--- config.mk ---
export PLATFORM = sky130hd
export DESIGN_NAME = rts_sequencer
export DESIGN_NICKNAME = d
export VERILOG_FILES = /design/src/hw/rts_pkg.sv /design/src/hw/rts_sequencer.sv
export SDC_FILE = /design/constraint.sdc
export NUM_CORES = 1
export LEC_CHECK = 0
export CORE_UTILIZATION = 35
export CTS_BUF_LIST = sky130_fd_sc_hd__clkbuf_4
export DETAILED_ROUTE_END_ITERATION = 10
export DONT_BUFFER_PORTS = 1
export SLEW_MARGIN = 10
export SYNTH_ARGS = -nofsm -noshare
export SYNTH_HDL_FRONTEND = slang
export SYNTH_SLANG_ARGS = --single-unit
export TNS_END_PERCENT = 30
--- constraint.sdc ---
create_clock -name aclk -period 4.4 [get_ports aclk]
set_input_delay 1.1 -clock aclk [delete_from_list [all_inputs] [get_ports aclk]]
set_output_delay 1.1 -clock aclk [all_outputs]
set_load 0.02 [all_outputs]
--- src/hw/rts_pkg.sv ---
// constants, register map and types of the reset timeout sequencer
package rts_pkg;

  // clock and timing
  localparam longint CLK_HZ = 64'd10_000_000;
  localparam longint STARTUP_DELAY_MS = 64'd72;
  // least time, so the count rounds up
  localparam int STARTUP_DELAY_CYCLES = int'((STARTUP_DELAY_MS * CLK_HZ + 64'd999) / 64'd1000);
  localparam int SETTLE_OSC_PERIODS = 1024;
  localparam int BROWNOUT_MIN_CYCLES = 16;
  localparam int DELAY_CNT_W = 20;
  localparam int OSC_CNT_W = 11;
  localparam int BO_CNT_W = 16;

  // register indices; byte address is four times the index
  localparam int ADDR_W = 12;
  localparam logic [9:0] IDX_POWER_STATUS = 10'h08e;
  localparam logic [9:0] IDX_CORE_FLAGS = 10'h090;
  localparam logic [9:0] IDX_SEQ_STATE = 10'h091;
  localparam logic [9:0] IDX_IRQ_STATUS = 10'h092;
  localparam logic [9:0] IDX_IRQ_MASK = 10'h093;

  // power_status fields
  localparam int PS_BROWNOUT_BIT = 0;
  localparam int PS_POWER_ON_BIT = 1;
  localparam logic [1:0] PS_RESET = 2'h0;
  // core_flags fields
  localparam int CF_EXPIRY_BIT = 0;
  localparam int CF_SLEEP_BIT = 1;
  localparam logic [1:0] CF_RESET = 2'h3;
  // interrupt status fields
  localparam int IRQ_W = 5;
  localparam int EV_POWER_ON = 0;
  localparam int EV_BROWNOUT = 1;
  localparam int EV_WDT_RESET = 2;
  localparam int EV_WDT_WAKE = 3;
  localparam int EV_RELEASE = 4;
  localparam logic [4:0] IRQ_RESET = 5'h00;

  // bus responses
  localparam logic [1:0] RESP_OKAY = 2'h0;
  localparam logic [1:0] RESP_SLVERR = 2'h2;

  // register select codes
  typedef enum logic [2:0] {
    RTS_SEL_NONE = 3'h0, RTS_SEL_PS = 3'h1, RTS_SEL_CF = 3'h2,
    RTS_SEL_SEQ = 3'h3, RTS_SEL_IST = 3'h4, RTS_SEL_IMSK = 3'h5
  } rts_sel_type;

  // oscillator configurations
  typedef enum logic [2:0] {
    RTS_CRYSTAL_MODE = 3'h0, RTS_HIGH_SPEED_CRYSTAL_MODE = 3'h1, RTS_LOW_POWER_CRYSTAL_MODE = 3'h2,
    RTS_RESISTOR_CAP_OSC_MODE = 3'h3, RTS_EXTERNAL_CLOCK_MODE = 3'h4, RTS_INTERNAL_OSCILLATOR_MODE = 3'h5
  } rts_osc_mode_type;

  // sequencer states, one-hot
  typedef enum logic [4:0] {
    RTS_HOLD = 5'h01, RTS_STARTUP = 5'h02, RTS_SETTLE = 5'h04, RTS_RUN = 5'h08, RTS_WAKE = 5'h10
  } rts_state_type;

endpackage

--- src/hw/rts_sequencer.sv ---
// reset timeout sequencer with power status flags and axi4-lite registers
// How it works
// - brown-out detection works only with fuse set
// - supply below threshold past minimum duration resets
// - reset held until supply recovers, then delay
// - delay fuse set means no start-up delay
// - dip during delay restarts it from zero
// - delay follows power-on pulse, settle follows delay
// - timers ignore pin; late pin release runs immediately
// - crystal modes add 1024 oscillator periods, wake too
// - power status: brown-out bit 0, power-on bit 1
// - brown-out flag cleared by brown-out unless a power-on pulse comes in the same cycle, software sets
// - brown-out flag meaningless while detection disabled
// - power-on flag cleared by power-on only
// - cause readable from the four flags
// - watchdog time-out clears expiry flag unless a power-on or brown-out comes in the same cycle
//
// The AXI4-Lite slave port was chosen for this implementation.
module rts_sequencer #(
  parameter int STARTUP_CYCLES = rts_pkg::STARTUP_DELAY_CYCLES,
  parameter int BROWNOUT_CYCLES = rts_pkg::BROWNOUT_MIN_CYCLES
) (
  input wire logic aclk,
  input wire logic aresetn,
  input wire logic ce,
  // supply and reset sources
  input wire logic power_on_pulse,
  input wire logic supply_below_threshold,
  input wire logic external_reset_pin_n,
  input wire logic brownout_enable_fuse,
  input wire logic startup_delay_enable_n,
  input wire logic [2:0] osc_mode,
  input wire logic osc_tick,
  input wire logic watchdog_timeout,
  input wire logic sleep_enter,
  input wire logic sleep_active,
  input wire logic wake_request,
  output logic core_reset,
  output logic wake_hold,
  output logic irq,
  // axi4-lite slave
  input wire logic [rts_pkg::ADDR_W-1:0] s_axi_awaddr,
  input wire logic s_axi_awvalid,
  output logic s_axi_awready,
  input wire logic [31:0] s_axi_wdata,
  input wire logic [3:0] s_axi_wstrb,
  input wire logic s_axi_wvalid,
  output logic s_axi_wready,
  output logic [1:0] s_axi_bresp,
  output logic s_axi_bvalid,
  input wire logic s_axi_bready,
  input wire logic [rts_pkg::ADDR_W-1:0] s_axi_araddr,
  input wire logic s_axi_arvalid,
  output logic s_axi_arready,
  output logic [31:0] s_axi_rdata,
  output logic [1:0] s_axi_rresp,
  output logic s_axi_rvalid,
  input wire logic s_axi_rready
);

  // byte address to register select
  function automatic rts_pkg::rts_sel_type decode(input logic [rts_pkg::ADDR_W-1:0] addr);
    logic [9:0] idx;
    idx = addr[rts_pkg::ADDR_W-1:2];
    if (addr[1:0] != 2'h0) return rts_pkg::RTS_SEL_NONE;
    if (idx == rts_pkg::IDX_POWER_STATUS) return rts_pkg::RTS_SEL_PS;
    if (idx == rts_pkg::IDX_CORE_FLAGS) return rts_pkg::RTS_SEL_CF;
    if (idx == rts_pkg::IDX_SEQ_STATE) return rts_pkg::RTS_SEL_SEQ;
    if (idx == rts_pkg::IDX_IRQ_STATUS) return rts_pkg::RTS_SEL_IST;
    if (idx == rts_pkg::IDX_IRQ_MASK) return rts_pkg::RTS_SEL_IMSK;
    return rts_pkg::RTS_SEL_NONE;
  endfunction

  // crystal style oscillators need the settle count
  function automatic logic is_crystal(input logic [2:0] mode);
    return (mode == rts_pkg::RTS_CRYSTAL_MODE) || (mode == rts_pkg::RTS_HIGH_SPEED_CRYSTAL_MODE) ||
           (mode == rts_pkg::RTS_LOW_POWER_CRYSTAL_MODE);
  endfunction

  localparam logic [rts_pkg::DELAY_CNT_W-1:0] DELAY_LAST = rts_pkg::DELAY_CNT_W'(STARTUP_CYCLES - 1);
  localparam logic [rts_pkg::OSC_CNT_W-1:0] SETTLE_LAST = rts_pkg::OSC_CNT_W'(rts_pkg::SETTLE_OSC_PERIODS - 1);
  localparam logic [rts_pkg::BO_CNT_W-1:0] BO_LIMIT = rts_pkg::BO_CNT_W'(BROWNOUT_CYCLES);

  rts_pkg::rts_state_type state;
  rts_pkg::rts_state_type next_state;
  logic [rts_pkg::DELAY_CNT_W-1:0] delay_cnt;
  logic [rts_pkg::OSC_CNT_W-1:0] osc_cnt;
  logic [rts_pkg::BO_CNT_W-1:0] below_cnt;
  logic [1:0] power_status;
  logic [1:0] core_flags;
  logic [rts_pkg::IRQ_W-1:0] irq_status;
  logic [rts_pkg::IRQ_W-1:0] irq_mask;
  logic [rts_pkg::IRQ_W-1:0] events;
  logic brownout_trip;
  logic wdt_reset;
  logic wdt_wake;
  logic reset_source;
  logic crystal;
  logic delay_on;
  logic delay_done;
  logic settle_done;
  logic aw_full;
  logic w_full;
  logic [rts_pkg::ADDR_W-1:0] aw_addr;
  logic [31:0] w_data;
  logic w_lane0;
  logic wr_en;
  rts_pkg::rts_sel_type wr_sel;
  rts_pkg::rts_sel_type rd_sel;
  logic [7:0] rd_byte;

  // brown-out persistence counter, idle while the fuse is clear
  always_ff @(posedge aclk) begin
    if (!aresetn) begin
      below_cnt <= '0;
    end else if (ce) begin
      if (!brownout_enable_fuse || !supply_below_threshold) begin
        below_cnt <= '0;
      end else if (below_cnt != BO_LIMIT) begin
        below_cnt <= below_cnt + 1'b1;
      end
    end
  end

  // reset sources and timer terms
  assign brownout_trip = brownout_enable_fuse && supply_below_threshold && (below_cnt == BO_LIMIT);
  assign wdt_reset = watchdog_timeout && !sleep_active;
  assign wdt_wake = watchdog_timeout && sleep_active;
  assign reset_source = power_on_pulse || brownout_trip || wdt_reset;
  assign crystal = is_crystal(osc_mode);
  assign delay_on = !startup_delay_enable_n;
  assign delay_done = (delay_cnt == DELAY_LAST);
  assign settle_done = osc_tick && (osc_cnt == SETTLE_LAST);

  // sequencer next state
  always_comb begin
    next_state = state;
    unique case (state)
      rts_pkg::RTS_HOLD: begin
        // wait out the pulse and the low supply, then pick the timers
        if (!reset_source && !supply_below_threshold) begin
          if (delay_on) begin
            next_state = rts_pkg::RTS_STARTUP;
          end else if (crystal) begin
            next_state = rts_pkg::RTS_SETTLE;
          end else begin
            next_state = rts_pkg::RTS_RUN;
          end
        end
      end
      rts_pkg::RTS_STARTUP: begin
        if (reset_source || supply_below_threshold) begin
          next_state = rts_pkg::RTS_HOLD;
        end else if (delay_done) begin
          next_state = crystal ? rts_pkg::RTS_SETTLE : rts_pkg::RTS_RUN;
        end
      end
      rts_pkg::RTS_SETTLE: begin
        if (reset_source) begin
          next_state = rts_pkg::RTS_HOLD;
        end else if (settle_done) begin
          next_state = rts_pkg::RTS_RUN;
        end
      end
      rts_pkg::RTS_RUN: begin
        if (reset_source) begin
          next_state = rts_pkg::RTS_HOLD;
        end else if (sleep_active && (wake_request || wdt_wake) && crystal) begin
          next_state = rts_pkg::RTS_WAKE;
        end
      end
      rts_pkg::RTS_WAKE: begin
        if (reset_source) begin
          next_state = rts_pkg::RTS_HOLD;
        end else if (settle_done) begin
          next_state = rts_pkg::RTS_RUN;
        end
      end
      default: next_state = rts_pkg::RTS_HOLD;
    endcase
  end

  // state register
  always_ff @(posedge aclk) begin
    if (!aresetn) begin
      state <= rts_pkg::RTS_HOLD;
    end else if (ce) begin
      state <= next_state;
    end
  end

  // start-up delay counter, zero outside the delay so a dip restarts it
  always_ff @(posedge aclk) begin
    if (!aresetn) begin
      delay_cnt <= '0;
    end else if (ce) begin
      if (next_state != rts_pkg::RTS_STARTUP || state != rts_pkg::RTS_STARTUP) begin
        delay_cnt <= '0;
      end else begin
        delay_cnt <= delay_cnt + 1'b1;
      end
    end
  end

  // oscillator period counter for settle and wake
  always_ff @(posedge aclk) begin
    if (!aresetn) begin
      osc_cnt <= '0;
    end else if (ce) begin
      if (next_state != state) begin
        osc_cnt <= '0;
      end else if ((state == rts_pkg::RTS_SETTLE || state == rts_pkg::RTS_WAKE) && osc_tick) begin
        osc_cnt <= osc_cnt + 1'b1;
      end
    end
  end

  // core reset and wake hold; the pin only gates the final release
  always_ff @(posedge aclk) begin
    if (!aresetn) begin
      core_reset <= 1'b1;
      wake_hold <= 1'b0;
    end else if (ce) begin
      core_reset <= (next_state != rts_pkg::RTS_RUN && next_state != rts_pkg::RTS_WAKE) ||
                    !external_reset_pin_n;
      wake_hold <= (next_state == rts_pkg::RTS_WAKE);
    end
  end

  // power status flags; hardware events win over a software write
  always_ff @(posedge aclk) begin
    if (!aresetn) begin
      power_status <= rts_pkg::PS_RESET;
    end else if (ce) begin
      if (wr_en && wr_sel == rts_pkg::RTS_SEL_PS) begin
        power_status <= w_data[1:0];
      end
      if (power_on_pulse) begin
        power_status[rts_pkg::PS_POWER_ON_BIT] <= 1'b0;
      end else if (brownout_trip) begin
        power_status[rts_pkg::PS_BROWNOUT_BIT] <= 1'b0;
      end
    end
  end

  // core flags: expiry and sleep entry
  always_ff @(posedge aclk) begin
    if (!aresetn) begin
      core_flags <= rts_pkg::CF_RESET;
    end else if (ce) begin
      if (wr_en && wr_sel == rts_pkg::RTS_SEL_CF) begin
        core_flags <= w_data[1:0];
      end
      if (power_on_pulse || brownout_trip) begin
        core_flags <= rts_pkg::CF_RESET;
      end else begin
        if (watchdog_timeout) begin
          core_flags[rts_pkg::CF_EXPIRY_BIT] <= 1'b0;
        end
        if (sleep_enter || wdt_wake) begin
          core_flags[rts_pkg::CF_SLEEP_BIT] <= 1'b0;
        end
      end
    end
  end

  // sticky events, write one to clear, set wins
  assign events[rts_pkg::EV_POWER_ON] = power_on_pulse;
  assign events[rts_pkg::EV_BROWNOUT] = brownout_trip;
  assign events[rts_pkg::EV_WDT_RESET] = wdt_reset;
  assign events[rts_pkg::EV_WDT_WAKE] = wdt_wake;
  assign events[rts_pkg::EV_RELEASE] = (next_state == rts_pkg::RTS_RUN) && (state != rts_pkg::RTS_RUN);

  always_ff @(posedge aclk) begin
    if (!aresetn) begin
      irq_status <= rts_pkg::IRQ_RESET;
      irq_mask <= rts_pkg::IRQ_RESET;
    end else if (ce) begin
      if (wr_en && wr_sel == rts_pkg::RTS_SEL_IST) begin
        irq_status <= (irq_status & ~w_data[rts_pkg::IRQ_W-1:0]) | events;
      end else begin
        irq_status <= irq_status | events;
      end
      if (wr_en && wr_sel == rts_pkg::RTS_SEL_IMSK) begin
        irq_mask <= w_data[rts_pkg::IRQ_W-1:0];
      end
    end
  end

  assign irq = |(irq_status & irq_mask);

  // write address and data are caught in either order
  assign s_axi_awready = !aw_full && !s_axi_bvalid;
  assign s_axi_wready = !w_full && !s_axi_bvalid;
  assign wr_en = aw_full && w_full && !s_axi_bvalid && w_lane0;
  assign wr_sel = decode(aw_addr);

  always_ff @(posedge aclk) begin
    if (!aresetn) begin
      aw_full <= 1'b0;
      w_full <= 1'b0;
      aw_addr <= '0;
      w_data <= '0;
      w_lane0 <= 1'b0;
      s_axi_bvalid <= 1'b0;
      s_axi_bresp <= rts_pkg::RESP_OKAY;
    end else if (ce) begin
      if (s_axi_awvalid && s_axi_awready) begin
        aw_full <= 1'b1;
        aw_addr <= s_axi_awaddr;
      end
      if (s_axi_wvalid && s_axi_wready) begin
        w_full <= 1'b1;
        w_data <= s_axi_wdata;
        w_lane0 <= s_axi_wstrb[0]; // only the low byte lane holds bits
      end
      if (aw_full && w_full && !s_axi_bvalid) begin
        aw_full <= 1'b0;
        w_full <= 1'b0;
        s_axi_bvalid <= 1'b1;
        s_axi_bresp <= (wr_sel == rts_pkg::RTS_SEL_NONE || wr_sel == rts_pkg::RTS_SEL_SEQ) ?
                       rts_pkg::RESP_SLVERR : rts_pkg::RESP_OKAY;
      end else if (s_axi_bvalid && s_axi_bready) begin
        s_axi_bvalid <= 1'b0;
      end
    end
  end

  // read mux, unimplemented bits read zero
  assign rd_sel = decode(s_axi_araddr);
  always_comb begin
    rd_byte = 8'h00;
    unique case (rd_sel)
      rts_pkg::RTS_SEL_PS: rd_byte = {6'h00, power_status};
      rts_pkg::RTS_SEL_CF: rd_byte = {6'h00, core_flags};
      rts_pkg::RTS_SEL_SEQ: rd_byte = {2'h0, core_reset, state};
      rts_pkg::RTS_SEL_IST: rd_byte = {3'h0, irq_status};
      rts_pkg::RTS_SEL_IMSK: rd_byte = {3'h0, irq_mask};
      rts_pkg::RTS_SEL_NONE: rd_byte = 8'h00;
      default: rd_byte = 8'h00;
    endcase
  end

  assign s_axi_arready = !s_axi_rvalid;

  always_ff @(posedge aclk) begin
    if (!aresetn) begin
      s_axi_rvalid <= 1'b0;
      s_axi_rdata <= '0;
      s_axi_rresp <= rts_pkg::RESP_OKAY;
    end else if (ce) begin
      if (s_axi_arvalid && s_axi_arready) begin
        s_axi_rvalid <= 1'b1;
        s_axi_rdata <= {24'h000000, rd_byte};
        s_axi_rresp <= (rd_sel == rts_pkg::RTS_SEL_NONE) ? rts_pkg::RESP_SLVERR : rts_pkg::RESP_OKAY;
      end else if (s_axi_rvalid && s_axi_rready) begin
        s_axi_rvalid <= 1'b0;
      end
    end
  end

  // checks on the sequencing
  property p_fuse_off;
    @(posedge aclk) disable iff (!aresetn) ce && !brownout_enable_fuse |=> below_cnt == '0 && !brownout_trip;
  endproperty
  a_fuse_off: assert property (p_fuse_off) else $error("brown-out counted with fuse clear");

  property p_trip_resets;
    @(posedge aclk) disable iff (!aresetn) ce && brownout_trip |=> state == rts_pkg::RTS_HOLD && core_reset;
  endproperty
  a_trip_resets: assert property (p_trip_resets) else $error("brown-out did not reset");

  property p_hold_low_supply;
    @(posedge aclk) disable iff (!aresetn)
      ce && state == rts_pkg::RTS_HOLD && supply_below_threshold |=> state == rts_pkg::RTS_HOLD;
  endproperty
  a_hold_low_supply: assert property (p_hold_low_supply) else $error("left reset with low supply");

  property p_no_delay;
    @(posedge aclk) disable iff (!aresetn)
      ce && startup_delay_enable_n && state != rts_pkg::RTS_STARTUP |=> state != rts_pkg::RTS_STARTUP;
  endproperty
  a_no_delay: assert property (p_no_delay) else $error("delay started while disabled");

  property p_dip_restart;
    @(posedge aclk) disable iff (!aresetn) ce && state == rts_pkg::RTS_STARTUP && supply_below_threshold
      |=> state == rts_pkg::RTS_HOLD && delay_cnt == '0;
  endproperty
  a_dip_restart: assert property (p_dip_restart) else $error("delay not restarted on dip");

  property p_delay_then_settle;
    @(posedge aclk) disable iff (!aresetn) ce && state == rts_pkg::RTS_STARTUP && delay_done && crystal &&
      !reset_source && !supply_below_threshold |=> state == rts_pkg::RTS_SETTLE;
  endproperty
  a_delay_then_settle: assert property (p_delay_then_settle) else $error("settle did not follow delay");

  property p_settle_end;
    @(posedge aclk) disable iff (!aresetn) ce && state == rts_pkg::RTS_SETTLE && !reset_source && osc_tick &&
      osc_cnt == SETTLE_LAST |=> state == rts_pkg::RTS_RUN;
  endproperty
  a_settle_end: assert property (p_settle_end) else $error("settle count wrong");

  property p_bo_flag;
    @(posedge aclk) disable iff (!aresetn)
      ce && brownout_trip && !power_on_pulse |=> !power_status[rts_pkg::PS_BROWNOUT_BIT];
  endproperty
  a_bo_flag: assert property (p_bo_flag) else $error("brown-out flag not cleared");

  property p_por_flag;
    @(posedge aclk) disable iff (!aresetn) ce && power_on_pulse |=> !power_status[rts_pkg::PS_POWER_ON_BIT];
  endproperty
  a_por_flag: assert property (p_por_flag) else $error("power-on flag not cleared");

  property p_wdt_flag;
    @(posedge aclk) disable iff (!aresetn) ce && watchdog_timeout && !power_on_pulse && !brownout_trip
      |=> !core_flags[rts_pkg::CF_EXPIRY_BIT];
  endproperty
  a_wdt_flag: assert property (p_wdt_flag) else $error("expiry flag not cleared");

  property p_release;
    @(posedge aclk) disable iff (!aresetn) ce && next_state == rts_pkg::RTS_RUN && external_reset_pin_n
      |=> !core_reset ##0 $past(state) != rts_pkg::RTS_HOLD || !$past(delay_on);
  endproperty
  a_release: assert property (p_release) else $error("core reset not released");

  property p_hold_busy;
    @(posedge aclk) disable iff (!aresetn) ce && (next_state == rts_pkg::RTS_STARTUP ||
      next_state == rts_pkg::RTS_SETTLE || next_state == rts_pkg::RTS_HOLD) |=> core_reset;
  endproperty
  a_hold_busy: assert property (p_hold_busy) else $error("core released while busy");

endmodule

==> results.md, run 1 <==
* NetSw at 413 µW
* Most frequent cell after synthesis: dfxtp_1
* Top post-synthesis cells by area: dfxtp_1, nand2_1, nor2_1
* First-pass GRT wire length at 19.1 mm
* Initial drt markers at 274
* Multi-input combinational cell area at 0.00295 mm²
* Finished Core Util at 37.0%
* Synth cell types at 63
* Post-route ant nets at 0
* Internal cell power at 1.13 mW
* Post-Syn Area at 0.00518 mm²
* Critical Path Source Type: primary input
* H-Tree Depth at 3
* Clock Latency Late Sink at 460 ps
* Chip height at 124 µm
* Max Cap Viol at 0
* Drc violations at 0
* Drt total wl at 11.6 mm
* Arr. time, crit path at 3340 ps
* Share of layout cells above drive strength 1 at 5.95%
* Overall routing resource usage at 15.8%
* Sequential fraction of the synthesis area at 37.9%
* Fmax at 339 MHz
* Slowest CP cell: nand4_1
* Combinational fraction of design power at 8.1%
* Net Sw Frac at 26.8%
* Slew headroom at 50.7%
* Die area at 0.0153 mm²
* Final Skew at 22.5 ps
* Synth top cells by count: dfxtp_1, nand2_1, nor2_1, buf_4, nor2b_1
* Worst Path Required at 4790 ps
* Final Hold Viols at 0
* #FFs+latches synth at 98
* IO Pins at 125
* Largest area contributor in the netlist: dfxtp_1
* Vias at 4276
* Lkg Pwr at 1.82 nW
* Status: finished, final reports clean
* First drt pass iteration count at 5
* YS warnings at 0
* Worst Path Buf+Inv at 0
* Post-synth top area share at 37.9%
* Initial core utilization at 35.8%
* GPL Wtd Cong at 0.848
* Row count at 44
* DIE WIDTH at 124 µm
* Hold Path Class: reg -> reg
* Core Footprint at 0.0145 mm²
* Clk root buf: clkbuf_4
* Peak supply drop at 0.185 mV
* Post-synth EDFFs at 0
* Post-CTS Repair Setup Buffers at 0
* Nets at 702
* CTS tree: yes
* Number of global-route vias before repair at 4035
* Largest net degree at the start of global routing at 74
* Asr flop ratio synth at 0%
* RSZ-0062 raised after global routing: false
* Top_reg_cell synth: dfxtp_1
* Avg Cell Area, Syn at 8.20 µm²
* CP max stage delay at 470 ps
* Initial antenna violation count at 1
* Worst setup EP type: flop
* Cell Count, Final, Fillers Out at 807
* Fillers at 1498
* Sink Count at 98
* Sequential share of power at 60.3%
* Grt total ovfl at 0
* DR vias/cell at 5.30
* Power Density at 289 mW/mm²
* Critical-path maximum fanout at 11
* CTS Buf Count at 9
* Post-cts sizing count at 0
* Tmin final at 2950 ps
* FF+latch area at 0.00196 mm²
* Slew @ Worst Pin at 739 ps
* Final Max Slew Viols at 0
* CTS clk-pin slew, worst paths at 150 ps
* Post-Syn Instances at 632
* Clock Power Share at 31.6%
* Placed Instances at 790
* Count of hold buffers inserted by post-cts repair at 0
* Cell chain of the critical path: or4_4 > nor4b_4 > a21bo_2 > o21a_1 > a211oi_2 > nand4_1 > o21ai_0 > and3_1
* TNS Setup at 0 ps
* Area grow syn2layout at 3.28%
* WL per Instance at 14.3 µm
* PortBufs at 0
* CTS max path bufs at 2
* Finish-stage setup viols at 0
* Final Cycle Share at 67.1%
* Cell family with most CP delay: simple AND/OR/NAND/NOR gates
* Dpl hpwl at 8.32 mm
* Crit Path Class: in -> reg
cell type report:
class	instances	area share, %
Antenna cell	1	0.0468
Clock buffer	10	1.40
Multi-Input combinational cell	494	55.2
Clock inverter	6	1.24
Tap cell	184	4.30
Timing Repair Buffer	3	0.421
Sequential cell	98	36.7
Inverter	11	0.771
per-layer routing:
metal	global-route usage (%)	share of wire, %
met5	0	0
met4	6.55	1.6
met1	19.3	44
met3	3.75	5.1
met2	26.4	49
power by group through the flow:
stage,logic (mW),registers [mW],clock network [mW]
3_3_place_gp,0.122,0.951,0
2_1_floorplan,0.144,0.943,0
4_1_cts,0.126,0.932,0.505
3_5_place_dp,0.125,0.951,0
6_report,0.125,0.932,0.488
5_1_grt,0.140,0.936,0.544
registers in the layout, indices dropped and copies added (netlist names), 2 cells and up:
| register | cells |
|---|---|
| delay_cnt | 20 |
| below_cnt | 16 |
| aw_addr | 12 |
| osc_cnt | 11 |
| s_axi_rdata | 6 |
| irq_mask | 5 |
| irq_status | 5 |
| state | 5 |
| w_data | 5 |
| core_flags | 2 |
| power_status | 2 |
stage by stage:
stage | worst slack, ps | cell area [µm²] | hold WS, ps | power, mW
2_1_floorplan | 1530 | 5280 | 430 | 1.09
3_3_place_gp | 990 | 5210 | 450 | 1.07
3_5_place_dp | 971 | 5210 | 455 | 1.08
4_1_cts | 1430 | 5350 | 473 | 1.56
5_1_grt | 1280 | 5350 | 491 | 1.62
6_report | 1450 | 5350 | 467 | 1.55
final timing paths:
kind                                             start           to  slack [ps]  cells past startpoint
worst max register to register                state[4]  osc_cnt[10]        1470                      8
worst min-delay path                        aw_addr[8]   aw_addr[8]         470                      2
worst max-delay path            supply_below_threshold  osc_cnt[10]        1450                      8
worst min register to register              aw_addr[8]   aw_addr[8]         470                      2
cells by family (layout without fill, tap and decap cells):
logic type,Yosys count,in the layout,synth area share [%]
flops,98,98,37.9
buf+inv,67,30,7.12
xor+xnor,31,31,5.24
fa+ha+maj,4,4,0.966
compound gates,117,117,15.7
other cells,1,29,0.0724
mux,14,14,2.75
simple gates,300,300,30.3
placed cells by master (no fill, tap or decap), types with 9 or more instances in the layout:
master | netlist | final
xor2_1 | 19 | 19
nand4_1 | 17 | 17
dfxtp_1 | 98 | 98
or3_1 | 10 | 10
a21oi_1 | 27 | 27
conb_1 | 1 | 28
and3_1 | 10 | 10
nand3_1 | 25 | 25
xnor2_1 | 12 | 12
nand2_1 | 75 | 75
nor2_1 | 72 | 72
clkbuf_4 | 0 | 10
nor3_1 | 9 | 9
a21boi_0 | 16 | 16
inv_1 | 11 | 11
mux2i_1 | 12 | 12
o21ai_0 | 19 | 19
nor2b_1 | 30 | 30
worst reg2reg max path, cell delays in order, from the launching register on:
cell and delay, ps:
dfxtp_1 460, or4_4 600, nor4b_4 260, a21bo_2 290
o21a_1 120, a211oi_2 210, nand4_1 470, o21ai_0 300
and3_1 170
No activity file was read; power rests on OpenSTA's default activity.
==> run 2, diff against run 1 <==
clock period = 2.9 ns   (was 4.4 ns; I/O delays follow)
==> run 2 against run 1 <==
  * Critical path depth rose by 1
  * Non-clock buffer count rose by 1
  * Largest power group unchanged
  * First-iteration DRC count rose by 0.36%
  * Count of clock-buffer cells in the layout did not move
  * Register-to-register slack got worse by 1100 ps
  * Critical endpoint unchanged
  * Combinational power rose by 53%
  * Largest cell class unchanged
  * Global-route usage fell by 0.26 points
  * Clock power rose by 42%
  * Via count rose by 0.65%
  * Design area fell by 0.30%
  * Core utilization fell by 0.11 points
==> results.md, run 2 (synthesized netlist as in run 1, its figures left out) <==
* Most flop-heavy register: delay_cnt
* Slew headroom at 52.9%
* Count of hold buffers inserted by post-cts repair at 0
* CTS Buf Count at 9
* GPL Wtd Cong at 0.848
* Nets at 703
* Number of global-route vias before repair at 3958
* Peak supply drop at 0.293 mV
* Placed Instances at 791
* Area grow syn2layout at 2.97%
* Wl on met1 at 4.99 mm
* IO Pins at 125
* Grt total ovfl at 0
* Design Area, Final at 0.00534 mm²
* Max layer used: met4
* Final Hold Viols at 0
* Top Registers: delay_cnt (20), below_cnt (16), aw_addr (12)
* Sequential share of power at 61.6%
* Chip height at 124 µm
* Combinational fraction of design power at 8.3%
* FF-to-FF End: osc_cnt[10]
* Worst r2r src: state[4]
* Net Sw Frac at 25.8%
* Status: finished, final reports clean
* Multi-input combinational cell area at 0.00295 mm²
* Worst Path Required at 3300 ps
* Core Footprint at 0.0145 mm²
* First drt pass iteration count at 5
* Row count at 44
* Max Cap Viol at 0
* Routed length on met2 at 5.56 mm
* Clock Power Share at 30.1%
* CTS clk-pin slew, worst paths at 140 ps
* Critical-path maximum fanout at 11
* NetSw at 592 µW
* WL per Instance at 14.0 µm
* Initial antenna violation count at 0
* Hold path depth at 1
* Commonest cells after routing, fill and taps aside: dfxtp_1, nand2_1, nor2_1
* First-pass GRT wire length at 18.9 mm
* TNS Setup at 0 ps
* Post-CTS Repair Setup Buffers at 0
* R2R Setup Slk at 330 ps
* Overall routing resource usage at 15.5%
* Final Cycle Share at 88.8%
* R2R depth at 9
* Clk root buf: clkbuf_4
* Dpl hpwl at 8.09 mm
* Initial core utilization at 35.8%
* Worst setup EP type: flop
* WHS at 357 ps
* Cell Count, Final, Fillers Out at 805
* Critical Path Source Type: flop
* Final Skew at 9.32 ps
* Power Density at 430 mW/mm²
* HP Start: aresetn
* DP Area at 0.00522 mm²
* Vias at 4304
* Fmax at 388 MHz
* Arr. time, crit path at 2980 ps
* PortBufs at 0
* Total power at 2.30 mW
* Hold Path Class: in -> reg
* H-Tree Depth at 3
* Fillers at 1510
* Clock Latency Late Sink at 450 ps
* FF+latch area at 0.00196 mm²
* Share of layout cells above drive strength 1 at 5.64%
* Crit Path Class: reg -> reg
* Commonest non-fill, non-tap cell in the layout: dfxtp_1
* Final Max Slew Viols at 0
* Finish-stage setup viols at 0
* # diodes at 0
* DIE WIDTH at 124 µm
* Drc violations at 0
* Tmin final at 2570 ps
* Max FFs per register at 20
* Initial drt markers at 275
* Largest net degree at the start of global routing at 74
* CTS tree: yes
* WHS Endpoint: core_flags[0]
* CTS max path bufs at 2
* RSZ-0062 raised after global routing: false
* Die area at 0.0153 mm²
* Sink Count at 98
* Lkg Pwr at 1.82 nW
* Post-cts sizing count at 0
* Slew @ Worst Pin at 705 ps
* Metal3 WL at 634 µm
* Drt total wl at 11.3 mm
* DR vias/cell at 5.35
* Internal cell power at 1.70 mW
* Post-route ant nets at 0
## run 2: changes by cell type in the layout (fill, tap and decap cells not counted), sizes merged
cell and delta:
buf +1, clkinvlp -1, diode -1, inv -1
## run 2: power by group through the flow
stage | registers (mW) | logic (mW) | clock network [mW]
finish | 1.41 | 0.191 | 0.691
detailed placement | 1.44 | 0.192 | 0
CTS | 1.41 | 0.193 | 0.712
floorplan | 1.43 | 0.218 | 0
global placement | 1.44 | 0.188 | 0
global route | 1.42 | 0.216 | 0.758
## run 2: per-layer routing
metal / global-route usage (%) / vias up
met5: 0 / -
met4: 5.05 / 0
met3: 3.21 / 14
met2: 25.6 / 113
met1: 20.1 / 2035
li1: - / 2142
## run 2: stage by stage
stage | worst slack, ps | util, %
floorplan | 405 | -
global placement | 216 | 36.0
detailed placement | 218 | 36.0
CTS | 321 | 36.9
global route | 145 | 36.9
finish | 326 | 36.9
## run 2: critical path: stages, from the launching register on
cell and delay [ps]:
dfxtp_1 450, or4_4 590, nor4b_4 270, a21bo_2 290, o21a_1 120, a211oi_2 200
nand4_1 110, buf_4 190, o21ai_0 150, and3_1 160
## run 2: worst max path at each step
stage | start | end | slack (ps) | depth (start not counted)
after floorplan | supply_below_threshold | osc_cnt[5] | 400 | 9
after global placement | supply_below_threshold | osc_cnt[10] | 220 | 9
after detailed placement | supply_below_threshold | osc_cnt[10] | 220 | 9
after CTS | state[4] | osc_cnt[10] | 320 | 9
after global routing | state[2] | osc_cnt[10] | 150 | 9
final | state[4] | osc_cnt[10] | 330 | 9
## run 2: final cells by class
type	instances	share of cell area [%]
clock buffers	10	1.41
inverters	11	0.774
flip-flops and latches	98	36.8
clock inverters	4	0.844
repair buffers	4	0.563
well taps	184	4.31
multi-input cells	494	55.3
==> run 3, diff against run 2 <==
PLACE_DENSITY = 0.61   (was unset)
clock period = 2.5 ns   (was 2.9 ns; I/O delays follow)
==> run 3 against run 2 <==
  * Register-to-register slack got worse by 210 ps
  * Global-route usage increased by 0.47 points
  * Flip-flop and latch count unchanged
  * Clock power up 41%
  * Sequential power increased by 16%
  * Clock skew is 2.1 ps higher
  * Die area unchanged
  * Via count rose by 1.5%
==> results.md, run 3 (synthesized netlist as in run 1, its figures left out) <==
* DR vias/cell at 5.32
* Power Density at 515 mW/mm²
* Slew @ Worst Pin at 546 ps
* Tmin final at 2390 ps
* Final Hold Viols at 0
* IO Pins at 125
* Placed Instances at 804
* Crit Path Class: reg -> reg
* DP Area at 0.00533 mm²
* Max Cap Viol at 0
* Nets at 718
* Met2 Resource Use GR at 28.0%
* Clock Latency Late Sink at 450 ps
* TNS Setup at 0 ps
* Final WS setup at 113 ps
* PortBufs at 0
* Peak supply drop at 0.353 mV
* First-pass GRT wire length at 19.5 mm
* Count of hold buffers inserted by post-cts repair at 0
* Met1 Resource Use GR at 19.4%
* First drt pass iteration count at 7
* Critical Path Source Type: flop
* # diodes at 0
* Drc violations at 0
* Fmax at 419 MHz
* Status: finished, final reports clean
* Finished Core Util at 38.4%
* Max FFs per register at 20
* CTS tree: yes
* Critical-path maximum fanout at 6
* Slowest CP cell: or4_4
* Initial core utilization at 35.8%
* Grt peak-use layer: met2
* Design Area, Final at 0.00556 mm²
* Commonest non-fill, non-tap cell in the layout: dfxtp_1
* Overall routing resource usage at 16.0%
* Met3 usage at 3.30%
* WHS at 251 ps
* R2R depth at 9
* FF+latch area at 0.00197 mm²
* CTS clk-pin slew, worst paths at 160 ps
* Worst Path Required at 2910 ps
* Final Cycle Share at 95.5%
* CTS max path bufs at 2
* CP most frequent cell: o21a_1
* Sink Count at 98
* Post-route ant nets at 0
* Area grow syn2layout at 7.27%
* WL per Instance at 14.3 µm
* Hold Path Class: in -> reg
* Initial antenna violation count at 0
* Most flop-heavy register: delay_cnt
* Core Footprint at 0.0145 mm²
* Clk root buf: clkbuf_4
* Chip height at 124 µm
* CTS Buf Count at 9
* Initial drt markers at 198
* FF-to-FF End: osc_cnt[5]
* Drt total wl at 11.7 mm
* Crit. Startpoint: state[2]
* Commonest cells after routing, fill and taps aside: dfxtp_1, nand2_1, nor2_1
* Grt total ovfl at 0
* Multi-input combinational cell area at 0.00299 mm²
* Number of global-route vias before repair at 4167
* Cell family with most CP delay: simple AND/OR/NAND/NOR gates
* Critical path depth at 9
* Largest net degree at the start of global routing at 74
* GPL Wtd Cong at 0.853
* Finish-stage setup viols at 0
* Total power at 2.86 mW
* DIE WIDTH at 124 µm
* Slew headroom at 63.5%
* Setup Slack @ Placement at -82.3 ps
* Dpl hpwl at 8.52 mm
* Top Registers: delay_cnt (20), below_cnt (16), aw_addr (12)
* Share of layout cells above drive strength 1 at 10.2%
* Worst setup EP type: flop
* Worst Path Buf+Inv at 1
* HP Start: aresetn
* RSZ-0062 raised after global routing: true
* H-Tree Depth at 3
* R2R Setup Slk at 110 ps
* Lkg Pwr at 1.92 nW
* Worst setup path endpoint: osc_cnt[5]
* Cell chain of the critical path: or4_4 > nor4b_4 > a21bo_2 > o21a_1 > a211oi_2 > nand4_1 > buf_6 > a21oi_2 > o21a_1
* Final Max Slew Viols at 0
* Die area at 0.0153 mm²
* Vias at 4370
* Arr. time, crit path at 2800 ps
* Worst r2r src: state[2]
* CP max stage delay at 520 ps
* Final Skew at 11.4 ps
* Fillers at 1490
* Row count at 44
* Cell Count, Final, Fillers Out at 822
run 3: cell count changes in the layout (fill, tap and decap cells not counted), sizes merged:
cell	before	now
buf	4	19
inv	11	13
bufinv	1	2
clkbuf	10	9
clkinv	2	1
clkinvlp	1	2
run 3: worst reg2reg max path: stages, from the launching register on:
cell      delay, ps
dfxtp_2         360
or4_4           520
nor4b_4         340
a21bo_2         270
o21a_1          110
a211oi_2        150
nand4_1         190
buf_6           200
a21oi_2         100
o21a_1          110
run 3: worst min path at each step:
| stage | end | slack (ps) | cells past startpoint |
|---|---|---|---|
| detailed placement | aw_addr[8] | 450 | 2 |
| CTS | core_flags[0] | 210 | 1 |
| global placement | aw_addr[8] | 450 | 2 |
| global route | core_flags[1] | 210 | 1 |
| finish | core_flags[0] | 250 | 1 |
| floorplan | core_flags[0] | 430 | 2 |
run 3: final cells by class:
class / instances / area share, %
clock buffers: 9 / 1.22
multi-input cells: 494 / 53.8
clock inverters: 7 / 1.82
repair buffers: 19 / 2.93
well taps: 184 / 4.14
flip-flops and latches: 98 / 35.4
inverters: 11 / 0.743
run 3: power by group:
part	switching (mW)	internal [mW]	total, mW
Sequential	0.0395	1.60	1.64
Clock	0.558	0.414	0.972
Combinational	0.158	0.0986	0.256
run 3: routing by layer:
layer | routed length, µm | vias to the layer above
met5 | 0 | -
met4 | 141 | 0
met3 | 601 | 13
met2 | 5880 | 112
met1 | 5110 | 2066
li1 | - | 2179
run 3: what timing repair did:
action,in CTS,in global routing
setup endpoints to repair,0,13
buffers inserted,0,2
gates resized for setup,0,15
